`config.mk`:
```
export PLATFORM = sky130hd
export DESIGN_NAME = rtir_core
export DESIGN_NICKNAME = d
export VERILOG_FILES = /design/src/rtir_pkg.sv /design/src/rtir_core.sv
export SDC_FILE = /design/constraint.sdc
export NUM_CORES = 1
export LEC_CHECK = 0
export BUFFER_PORTS_ARGS = -buffer_cell sky130_fd_sc_hd__clkbuf_2
export CORE_UTILIZATION = 55
export DETAILED_ROUTE_END_ITERATION = 6
export PLACE_DENSITY = 0.72
export SYNTH_ARGS = -nofsm -noshare
export SYNTH_HDL_FRONTEND = slang
export SYNTH_SLANG_ARGS = --single-unit
```
`constraint.sdc`:
```
create_clock -name clk -period 5.3 [get_ports clk]
set_input_delay 0.265 -clock clk [delete_from_list [all_inputs] [get_ports clk]]
set_output_delay 0.265 -clock clk [all_outputs]
set_load 0.05 [all_outputs]
```
`src/rtir_pkg.sv`:
```
// package: register map, field layout and timing constants of the rtc interrupt and rate logic
// Function
// summary flag set by any enabled event flag
// interrupt line low exactly while summary set
// periodic flag set on selected divider tap edge
// alarm flag set on alarm time match
// update flag set after each update cycle
// event flags set regardless of enables
// reading flag register clears all flags
// reset clears summary and event flags
// flags stable during read, late events deferred
// flag register low nibble reads zero
// enabling over pending flag raises interrupt immediately
// host clears stale flags before enabling
// host examines every flag per read
// backup valid bit read-only, reset-immune
// backup status low seven bits read zero
// year rollover loads century, keeps MSB
// general RAM always accessible by host
// oscillator control codes run, hold, stop
// thirteen divider taps feed one shared selector
// rate code decodes to documented periods
// square wave, periodic interrupt enabled separately
// square wave pin low when disabled
// reset clears interrupt enable bits
// first update 500ms after run code
// square wave roughly fifty percent duty
package rtir_pkg;

    // ************************************************************
    // bus and register map
    // ************************************************************
    localparam int ADDR_W = 7;
    localparam int DATA_W = 8;
    localparam logic [ADDR_W-1:0] REG_CTRL_A = 7'h0A;
    localparam logic [ADDR_W-1:0] REG_CTRL_B = 7'h0B;
    localparam logic [ADDR_W-1:0] REG_FLAGS = 7'h0C;
    localparam logic [ADDR_W-1:0] REG_BACKUP = 7'h0D;
    localparam logic [ADDR_W-1:0] REG_CENTURY = 7'h32;
    localparam logic [DATA_W-1:0] DATA_ZERO = 8'h00;

    // ************************************************************
    // field positions
    // ************************************************************
    localparam int A_UIP = 7;
    localparam int A_DV_MSB = 6;
    localparam int A_DV_LSB = 4;
    localparam int A_RS_MSB = 3;
    localparam int A_RS_LSB = 0;
    localparam int B_SET = 7;
    localparam int B_EN_MSB = 6;
    localparam int B_EN_LSB = 4;
    localparam int B_UIE = 4;
    localparam int B_SQUARE_WAVE_ENABLE = 3;
    localparam int B_DM = 2;
    localparam int B_HR24 = 1;
    localparam int B_DSE = 0;
    localparam int CENT_MSB = 7;
    localparam logic [6:0] CENT_LOAD = 7'h20;
    localparam logic [3:0] FLAG_LOW_ZERO = 4'h0;
    localparam logic [6:0] BACKUP_LOW_ZERO = 7'h00;

    // ************************************************************
    // oscillator control codes and divider
    // ************************************************************
    localparam logic [2:0] OSC_RUN = 3'h2;
    localparam logic [1:0] OSC_HOLD_HI = 2'h3;
    localparam int DIV_W = 15;
    localparam int UPD_BIT = 14;
    localparam logic [3:0] RATE_NONE = 4'h0;
    localparam logic [3:0] RATE_ALIAS1 = 4'h1;
    localparam logic [3:0] RATE_ALIAS2 = 4'h2;
    localparam logic [3:0] TAP_ALIAS1 = 4'h6;
    localparam logic [3:0] TAP_ALIAS2 = 4'h7;
    localparam logic [3:0] TAP_OFFSET = 4'h2;

    // ************************************************************
    // timing
    // ************************************************************
    localparam longint CLK_HZ = 200_000_000;
    localparam longint OSC_HZ = 32_768;
    localparam int OSC_DIV_DEF = int'(CLK_HZ / OSC_HZ);

    // ************************************************************
    // carriers
    // ************************************************************
    typedef struct packed {
        logic [ADDR_W-1:0] addr;
        logic [DATA_W-1:0] wdata;
        logic wr;
        logic rd;
    } rtir_bus_req_t;

    typedef struct packed {
        logic alarm_match;
        logic update_done;
        logic year_rollover;
        logic update_busy;
    } rtir_evt_t;

    typedef struct packed {
        logic set_mode;
        logic data_binary;
        logic hour24;
        logic dst_enable;
    } rtir_mode_t;

    // rate code to divider bit; codes 1 and 2 alias two slow taps
    function automatic logic [3:0] rtir_tap(input logic [3:0] rs);
        logic [3:0] idx;
        idx = rs - TAP_OFFSET;
        if (rs == RATE_ALIAS1) begin
            idx = TAP_ALIAS1;
        end else if (rs == RATE_ALIAS2) begin
            idx = TAP_ALIAS2;
        end
        return idx;
    endfunction

endpackage

```
`src/rtir_core.sv`:
```
// module: interrupt flags, rate selector, square wave, century load and host registers of the rtc
//
// Strobed register access was decided locally.
`timescale 1ns/100ps
`default_nettype none

module rtir_core
    import rtir_pkg::*;
#(
    parameter int unsigned OSC_DIV = OSC_DIV_DEF
) (
    input wire logic clk,
    input wire logic reset_n,
    input wire rtir_bus_req_t bus_req,
    output logic [DATA_W-1:0] rd_data,
    input wire rtir_evt_t evt,
    input wire logic backup_ok_pin,
    output logic irq_n,
    output logic sqw_out,
    output logic update_tick,
    output rtir_mode_t mode
);

    localparam int PRE_W = (OSC_DIV > 1) ? $clog2(OSC_DIV) : 1;
    localparam logic [PRE_W-1:0] PRE_LAST = PRE_W'(OSC_DIV - 1);

    // ************************************************************
    // elaboration checks
    // ************************************************************
    generate
        if (OSC_DIV < 2) begin : g_bad_div
            $error("OSC_DIV must be at least 2");
        end
    endgenerate

    // ************************************************************
    // reset release
    // ************************************************************
    logic [1:0] rst_sync_ff;
    logic rst_n;

    // two flops release the reset on a clock edge
    always_ff @(posedge clk or negedge reset_n) begin
        if (!reset_n) begin
            rst_sync_ff <= 2'h0;
        end else begin
            rst_sync_ff <= {rst_sync_ff[0], 1'b1};
        end
    end
    assign rst_n = rst_sync_ff[1];

    // ************************************************************
    // register state
    // ************************************************************
    logic [DATA_W-1:0] ctrl_a_ff;
    logic [DATA_W-1:0] ctrl_b_ff;
    logic [2:0] flags_ff;
    logic [2:0] pend_ff;
    logic summary_ff;
    logic irq_n_ff;
    logic [DATA_W-1:0] rd_data_ff;
    logic [DATA_W-1:0] century_ff;
    logic [DATA_W-1:0] ram_ff [0:(1<<ADDR_W)-1];
    logic bv_meta_ff;
    logic bv_sync_ff;
    logic [PRE_W-1:0] pre_ff;
    logic osc_tick_ff;
    logic [DIV_W-1:0] div_ff;
    logic tap_prev_ff;
    logic sqw_ff;
    logic upd_tick_ff;

    // ************************************************************
    // address decode
    // ************************************************************
    wire sel_a = bus_req.addr == REG_CTRL_A;
    wire sel_b = bus_req.addr == REG_CTRL_B;
    wire sel_c = bus_req.addr == REG_FLAGS;
    wire sel_d = bus_req.addr == REG_BACKUP;
    wire sel_cent = bus_req.addr == REG_CENTURY;
    wire sel_ram = !(sel_a || sel_b || sel_c || sel_d || sel_cent);
    wire wr_a = bus_req.wr && sel_a;
    wire wr_b = bus_req.wr && sel_b;
    wire wr_cent = bus_req.wr && sel_cent;
    wire wr_ram = bus_req.wr && sel_ram;
    wire rd_c = bus_req.rd && sel_c;

    // ************************************************************
    // oscillator control and divider chain
    // ************************************************************
    wire [2:0] osc_code = ctrl_a_ff[A_DV_MSB:A_DV_LSB];
    wire osc_run = osc_code == OSC_RUN;
    wire chain_hold = osc_code[2:1] == OSC_HOLD_HI;
    wire osc_on = osc_run || chain_hold;
    wire enter_run = wr_a && (bus_req.wdata[A_DV_MSB:A_DV_LSB] == OSC_RUN) && !osc_run;
    wire pre_wrap = pre_ff == PRE_LAST;
    wire [PRE_W-1:0] nxt_pre = (!osc_on || pre_wrap) ? '0 : pre_ff + 1'b1;
    wire nxt_osc_tick = osc_on && pre_wrap;
    // chain cleared on hold or on entering run, so the first update lands half a second later
    wire [DIV_W-1:0] nxt_div = (chain_hold || enter_run) ? '0 :
        (osc_run && osc_tick_ff) ? div_ff + 1'b1 : div_ff;
    wire nxt_upd_tick = nxt_div[UPD_BIT] && !div_ff[UPD_BIT];

    // prescaler makes the 32 kHz enable, chain counts it
    always_ff @(posedge clk or negedge rst_n) begin
        if (!rst_n) begin
            pre_ff <= '0;
            osc_tick_ff <= 1'b0;
            div_ff <= '0;
            upd_tick_ff <= 1'b0;
        end else begin
            pre_ff <= nxt_pre;
            osc_tick_ff <= nxt_osc_tick;
            div_ff <= nxt_div;
            upd_tick_ff <= nxt_upd_tick;
        end
    end

    // ************************************************************
    // rate selector shared by square wave and periodic flag
    // ************************************************************
    wire [3:0] rate_sel = ctrl_a_ff[A_RS_MSB:A_RS_LSB];
    wire rate_on = rate_sel != RATE_NONE;
    wire [3:0] tap_idx = rtir_tap(rate_sel);
    wire tap_bit = rate_on && div_ff[tap_idx];
    wire per_evt = tap_bit && !tap_prev_ff;
    // divider bit already has even duty, so the pin just follows it
    wire nxt_sqw = ctrl_b_ff[B_SQUARE_WAVE_ENABLE] && tap_bit;

    // tap history and square wave pin
    always_ff @(posedge clk or negedge rst_n) begin
        if (!rst_n) begin
            tap_prev_ff <= 1'b0;
            sqw_ff <= 1'b0;
        end else begin
            tap_prev_ff <= tap_bit;
            sqw_ff <= nxt_sqw;
        end
    end

    // ************************************************************
    // flags, summary and interrupt line
    // ************************************************************
    wire [2:0] evt_vec = {per_evt, evt.alarm_match, evt.update_done};
    // a read snapshots then clears; events in a read cycle wait in pend until a cycle without a read
    // pend keeps its content over back-to-back reads, otherwise a second read would drop it
    wire [2:0] nxt_flags = rd_c ? 3'h0 : (flags_ff | evt_vec | pend_ff);
    wire [2:0] nxt_pend = rd_c ? (evt_vec | pend_ff) : 3'h0;
    wire nxt_uie = bus_req.wdata[B_UIE] && !bus_req.wdata[B_SET];
    wire [DATA_W-1:0] b_wval = {bus_req.wdata[7:5], nxt_uie, bus_req.wdata[3:0]};
    wire [DATA_W-1:0] nxt_ctrl_b = wr_b ? b_wval : ctrl_b_ff;
    wire [2:0] nxt_en = nxt_ctrl_b[B_EN_MSB:B_EN_LSB];
    wire nxt_summary = |(nxt_flags & nxt_en);
    wire [DATA_W-1:0] nxt_ctrl_a = wr_a ? {1'b0, bus_req.wdata[6:0]} : ctrl_a_ff;

    // control registers and flag latches
    always_ff @(posedge clk or negedge rst_n) begin
        if (!rst_n) begin
            ctrl_a_ff <= DATA_ZERO;
            ctrl_b_ff <= DATA_ZERO;
            flags_ff <= 3'h0;
            pend_ff <= 3'h0;
            summary_ff <= 1'b0;
            irq_n_ff <= 1'b1;
        end else begin
            ctrl_a_ff <= nxt_ctrl_a;
            ctrl_b_ff <= nxt_ctrl_b;
            flags_ff <= nxt_flags;
            pend_ff <= nxt_pend;
            summary_ff <= nxt_summary;
            irq_n_ff <= !nxt_summary;
        end
    end

    // ************************************************************
    // backup valid input, never reset
    // ************************************************************
    always_ff @(posedge clk) begin
        bv_meta_ff <= backup_ok_pin;
        bv_sync_ff <= bv_meta_ff;
    end

    // ************************************************************
    // century byte and general ram
    // ************************************************************
    // rollover load wins; its msb keeps whatever the host wrote
    always_ff @(posedge clk) begin
        if (evt.year_rollover) begin
            century_ff <= {century_ff[CENT_MSB], CENT_LOAD};
        end else if (wr_cent) begin
            century_ff <= bus_req.wdata;
        end
        if (wr_ram) begin
            ram_ff[bus_req.addr] <= bus_req.wdata;
        end
    end

    // ************************************************************
    // read mux
    // ************************************************************
    wire [DATA_W-1:0] view_a = {evt.update_busy, ctrl_a_ff[6:0]};
    wire [DATA_W-1:0] view_c = {summary_ff, flags_ff, FLAG_LOW_ZERO};
    wire [DATA_W-1:0] view_d = {bv_sync_ff, BACKUP_LOW_ZERO};
    wire [DATA_W-1:0] rd_mux = sel_a ? view_a :
        sel_b ? ctrl_b_ff :
        sel_c ? view_c :
        sel_d ? view_d :
        sel_cent ? century_ff : ram_ff[bus_req.addr];
    wire [DATA_W-1:0] nxt_rd_data = bus_req.rd ? rd_mux : DATA_ZERO;

    // read data stands one cycle after the strobe
    always_ff @(posedge clk or negedge rst_n) begin
        if (!rst_n) begin
            rd_data_ff <= DATA_ZERO;
        end else begin
            rd_data_ff <= nxt_rd_data;
        end
    end

    // ************************************************************
    // outputs
    // ************************************************************
    assign rd_data = rd_data_ff;
    assign irq_n = irq_n_ff;
    assign sqw_out = sqw_ff;
    assign update_tick = upd_tick_ff;
    assign mode = '{set_mode: ctrl_b_ff[B_SET], data_binary: ctrl_b_ff[B_DM],
                    hour24: ctrl_b_ff[B_HR24], dst_enable: ctrl_b_ff[B_DSE]};
endmodule

`default_nettype wire

```
# --- After elaboration in Yosys (flattened, before gate mapping) ---
# Memories as Yosys holds them, arrays and structs flattened.
# Cells that the tools add are included.
classes:
  addsub: 3
  n_reduce_logical: 32
  bitwise: 5
  n_mux: 18
  n_eq_ne: 11
  order_cmp: 1
op_table:
  columns: ["operator", "n"]
  rows:
  - ["$mux 8", 6]
  - ["$mux 15", 2]
  - ["$eq 7x4->1 const B", 4]
  - ["$add 15x1->15 const B", 1]
  - ["$logic_and 1x1->1", 14]
  - ["$add 13x1->13 const B", 1]
  - ["$eq 13x13->1 const B", 1]
  - ["$mux 13", 1]
  - ["$or 3x3->3", 3]
  - ["$mux 4", 2]
  - ["$eq 7x6->1 const B", 1]
  - ["$logic_not 1->1", 7]
  - ["$logic_or 1x1->1", 7]
  - ["$mux 7", 1]
  - ["$eq 3x2->1 const B", 2]
  - ["$mux 3", 2]
  - ["$lt 4x5->1 const B", 1]
  - ["$bmux 1 s4", 1]
  - ["$eq 4x1->1 const B", 1]
  - ["$eq 4x2->1 const B", 1]
  - ["$reduce_bool 4->1", 1]
  - ["$sub 4x2->4 const B", 1]
  - ["$and 3x3->3", 1]
  - ["$mux 1", 3]
  - ["5 further kinds", 5]
word_totals:
  out_inout_bits: 15
  input_bits: 24
  word_cells: 91
  register_bits: 75
  mem_count: 1
  mem_bits_rw: 1024
memory_table:
  columns: ["memory", "words", "word_bits", "read_ports", "rd_clocked_by_memory_dff", "wr", "line_no", "source"]
  rows:
  - ["ram_ff", 128, 8, 1, 0, 1, "rtir_core.sv:63", "logic [DATA_W-1:0] ram_ff [0:(1<<ADDR_W)-1];"]

# --- Longest topological paths before layout ---
logic_depth:
  word_depth: 13
  depth_mapped: 12
  mapped_depth_nobuf: 9

# --- Worst setup path before layout ---
# No wires, ideal clock.
synth_path:
  path_type: "input to register"
  start: "in bus_req[12] (netlist bit)"
  end: "mem ram_ff[64][0], enable pin"
  n_path_buf: 4
  path_slack_ps: 3021
  arrival_ps: 1908
  cell_stages: 9
  t_required_ps: 4930
  setup_ps: 370
  cell_sequence: "buf_2 > buf_6 > and2b_1 > o21ai_0 > and3_1 > buf_2 > nand2_1 > buf_2 > nor2_1"
synth_via:
  elab_chain_cells: 9
  elab_cells_between_ends: 13
  cone_classes: "5 x eq/ne; 2 x mux; 6 x reduce/logical"
synth_lines:
  columns: ["item", "line_no", "source"]
  rows:
  - ["start: declaration", "rtir_core.sv:14", "input wire rtir_bus_req_t bus_req,"]
  - ["$eq 7x4->1 (on tied branches)", "rtir_core.sv:76, rtir_core.sv:77", null]
  - ["$logic_or 1x1->1 (4 in a row)", "rtir_core.sv:81", "wire sel_ram = !(sel_a || sel_b || sel_c || sel_d || sel_cent);"]
  - ["$logic_not 1->1", "rtir_core.sv:81", null]
  - ["$logic_and 1x1->1", "rtir_core.sv:85", "wire wr_ram = bus_req.wr && sel_ram;"]
  - ["$mux 1", "rtir_core.sv:193", "if (wr_ram) begin"]
  - ["$mux 1 (not written as such)", "rtir_core.sv:194", "ram_ff[bus_req.addr] <= bus_req.wdata;"]
  - ["end: declaration", "rtir_core.sv:63", null]
# Several ways; a longest one is shown, not always the timed one.

# --- Final worst setup path ---
layout_path:
  start: "in bus_req[14] (netlist bit)"
  end: "mem ram_ff[73][0], enable pin"
# Same word-level chain as after synthesis.

==> metrics <==
# port buffers 38; RSZ-0062 raised after global routing false; Worst-path clk slew 0.06 ns; failing checks capacitance limit, slew limit; Peak supply drop around 0.25 mV; P&R area growth vs syn 10.9%; # rows 102; Syn Inst Count 2436; Simple-Gate Fraction of Synth Area 0.0463; mux share of post-synthesis cell area 0.108; n_diodes 0; worst setup path category in2reg; Synth Area in Compound Gates 0.0693; Initial Utilization 0.559; Worst Setup EP ram_ff[73][0]; maxcap violations 1; largest net degree at the start of global routing 105; Post-synth top flop edfxtp_1; clock root cell clkbuf_16; Tot GR Track Use 0.299; Mean Syn Cell Area 17.9 µm²; GPL Wtd Cong 0.972; Leak 15.5 nW; DR WL/cell 32.7 µm; initial antenna violation count 1; Final Hold Viols 0; post-route ant nets 0; Ports 39; Min-Delay Path Class in2reg; Final setup viols 0; mapped cell area 43600 µm²; layout cells sized above 1 0.186; largest family of logic cells by synthesized area multiplexers; clock tree sinks 1099; CTS max path bufs 3; PwrDens 376 nW/µm²; outcome finished, violations left; asr flop ratio synth 0.0591; clk_skew between 0.04 and 0.05 ns; Worst Path Required 5.56 ns; filler instances 5457; CP Max Fanout 16; DRC 0; final cycle utilization of the critical path 0.682; flop and latch count out of synthesis 1099; GRT overflow 0; post-synthesis sequential area ratio 0.748; fin nets 2567; Max Freq 0.277 GHz; worst hold slack about 0.025 ns; Routed WL 120000 µm; commonest non-fill, non-tap cell in the layout edfxtp_1; Synth Area in Adders 0.00115; via count 24881; Relative slew margins -0.0400; r2r endpoint rd_data[6]; WP data arrival 3.88 ns; post-synthesis xor/xnor area fraction 0.00462; DP HPWL 72300 µm; Tightest Pin Transition 1.56 ns; crit path from bus_req[14]; global-route wire length before repair 172000 µm; Vias/cell 6.78; crit path time final 3.61 ns; commonest non-fill, non-tap cells in the layout 1025 x edfxtp_1, 201 x nor2_1, 146 x mux4_2; crit path capture type flip-flop; DIE HEIGHT 283 µm; crit path launch type input port; 1st-pass router iterations 6; Clock Latency Late Sink between 0.6 and 0.7 ns; EDFF count, synth 1025; CTS tree done; Netlist cell types 89; die area 80300 µm²; setup TNS 0 ns; R2R depth 6; reg-to-reg startpoint ram_ff[127][6]; 1st-iter DRT viols 4142; flop2flop setup slack 2.69 ns; Ys Warns 0; H-tree levels 3; area of the core 78000 µm²; count of pins over their slew limit 17; Num CTS Buffers 109; vias in the first global route 24325; Die Wd 283 µm
routing by layer:
layer | track usage | part of all wire
met1 | 0.419 | 0.38
met2 | 0.442 | 0.44
met3 | 0.0830 | 0.13
met4 | 0.130 | 0.048
met5 | 0 | 0.000058
synth_stat cells, types with 5 or more instances:
library cell	count	area [µm²]
edfxtp_1	1025	30800
nor2_1	202	758
mux4_2	146	3290
nand2_1	117	439
a21oi_1	74	370
buf_2	69	345
mux2_2	66	743
dfrtp_1	64	1600
mux2i_1	64	641
a221oi_1	61	534
a22oi_1	61	458
o21ai_0	61	305
nand3_1	30	150
clkbuf_1	29	109
buf_4	21	158
o211ai_1	19	143
o22ai_1	17	106
buf_6	16	180
nand4_1	16	100
xor2_1	15	131
a211oi_1	14	105
a31oi_1	14	87.6
o221ai_1	14	123
a22o_1	12	105
a221o_1	11	110
inv_1	11	41.3
nor2b_1	10	62.6
a2111oi_0	9	78.8
buf_1	9	33.8
dfxtp_1	9	180
and2_1	8	50.1
xnor2_1	8	70.1
a222oi_1	7	70.1
and3_1	7	43.8
nor3_1	7	35.0
nand2b_1	6	37.5
nor4_1	5	31.3
o2bb2ai_1	5	43.8
sequential cells by signal, indices dropped and copies added (netlist names), 2 cells and up:
| name | cells |
|---|---|
| pre_ff | 13 |
| rst_sync_ff | 2 |
| ctrl_a_ff | 7 |
| div_ff | 15 |
| flags_ff | 3 |
| pend_ff | 3 |
| ram_ff | 1024 |
| century_ff | 8 |
| ctrl_b_ff | 8 |
| rd_data | 8 |
area by class of cell:
cell class | instances | area [µm²] | share of cell area
flip-flops and latches | 1099 | 32600 | 0.675
multi-input cells | 1212 | 10200 | 0.210
clock buffers | 142 | 2950 | 0.0610
well taps | 1040 | 1300 | 0.0269
repair buffers | 103 | 776 | 0.0161
clock inverters | 58 | 482 | 0.00997
inverters | 14 | 52.6 | 0.00109
repair_timing:
action | CTS | global route
buffers inserted | 0 | 0
gates resized for setup | 0 | 0
hold buffers | 6 | 0
hold endpoints to repair | 14 | 0
cells by family after synthesis:
| family | after synthesis |
|---|---|
| AOI/OAI and AO/OA | 421 |
| buffers and inverters | 164 |
| and+or+nand+nor | 445 |
| adders and majority gates | 4 |
| other | 2 |
| muxes | 278 |
| DFF | 1099 |
| xor gates and xnor gates | 23 |
per-stage QoR:
step / instances / total power, mW / cell area (µm²) / utilization / worst slack (ns)
floorplan: 2475 / 10.4 / 43700 / - / 3.02
global placement: 3462 / 10.8 / 44800 / 0.575 / 1.45
detailed placement: 3462 / 10.8 / 44800 / 0.575 / 1.31
CTS: 3668 / 18.2 / 48300 / 0.619 / 1.99
global route: 3668 / 18.5 / 48300 / 0.619 / 1.76
finish: 3668 / 18.1 / 48300 / 0.619 / 1.69
worst min-delay path by stage:
| stage | start | to | slack, ns | depth (start not counted) |
|---|---|---|---|---|
| after floorplan | reset_n | rst_sync_ff[0] | -0.03 | 0 |
| after global placement | reset_n | rst_sync_ff[0] | 0.05 | 1 |
| after detailed placement | reset_n | rst_sync_ff[0] | 0.06 | 1 |
| after CTS | bus_req[0] | rd_data[6] | 0.005 | 3 |
| after global routing | bus_req[6] | ram_ff[112][4] | 0.02 | 1 |
| final | bus_req[0] | rd_data[6] | 0.03 | 3 |
where the power goes:
| part | leakage (nW) | switching (mW) | total [mW] | internal, mW |
|---|---|---|---|---|
| Sequential | 10.2 | 0.0483 | 9.61 | 9.57 |
| Combinational | 3.66 | 0.752 | 1.06 | 0.313 |
| Clock | 1.68 | 3.22 | 7.47 | 4.24 |
| Total | 15.5 | 4.02 | 18.1 | 14.1 |
worst max-delay path: stages:
cell and delay (ns):
clkbuf_2 0.39, nor2b_1 0.54, nand3_1 0.52, and3_1 0.44, nand2_1 1.16, nor2_1 0.54
Power figures use the tool's default switching activity.
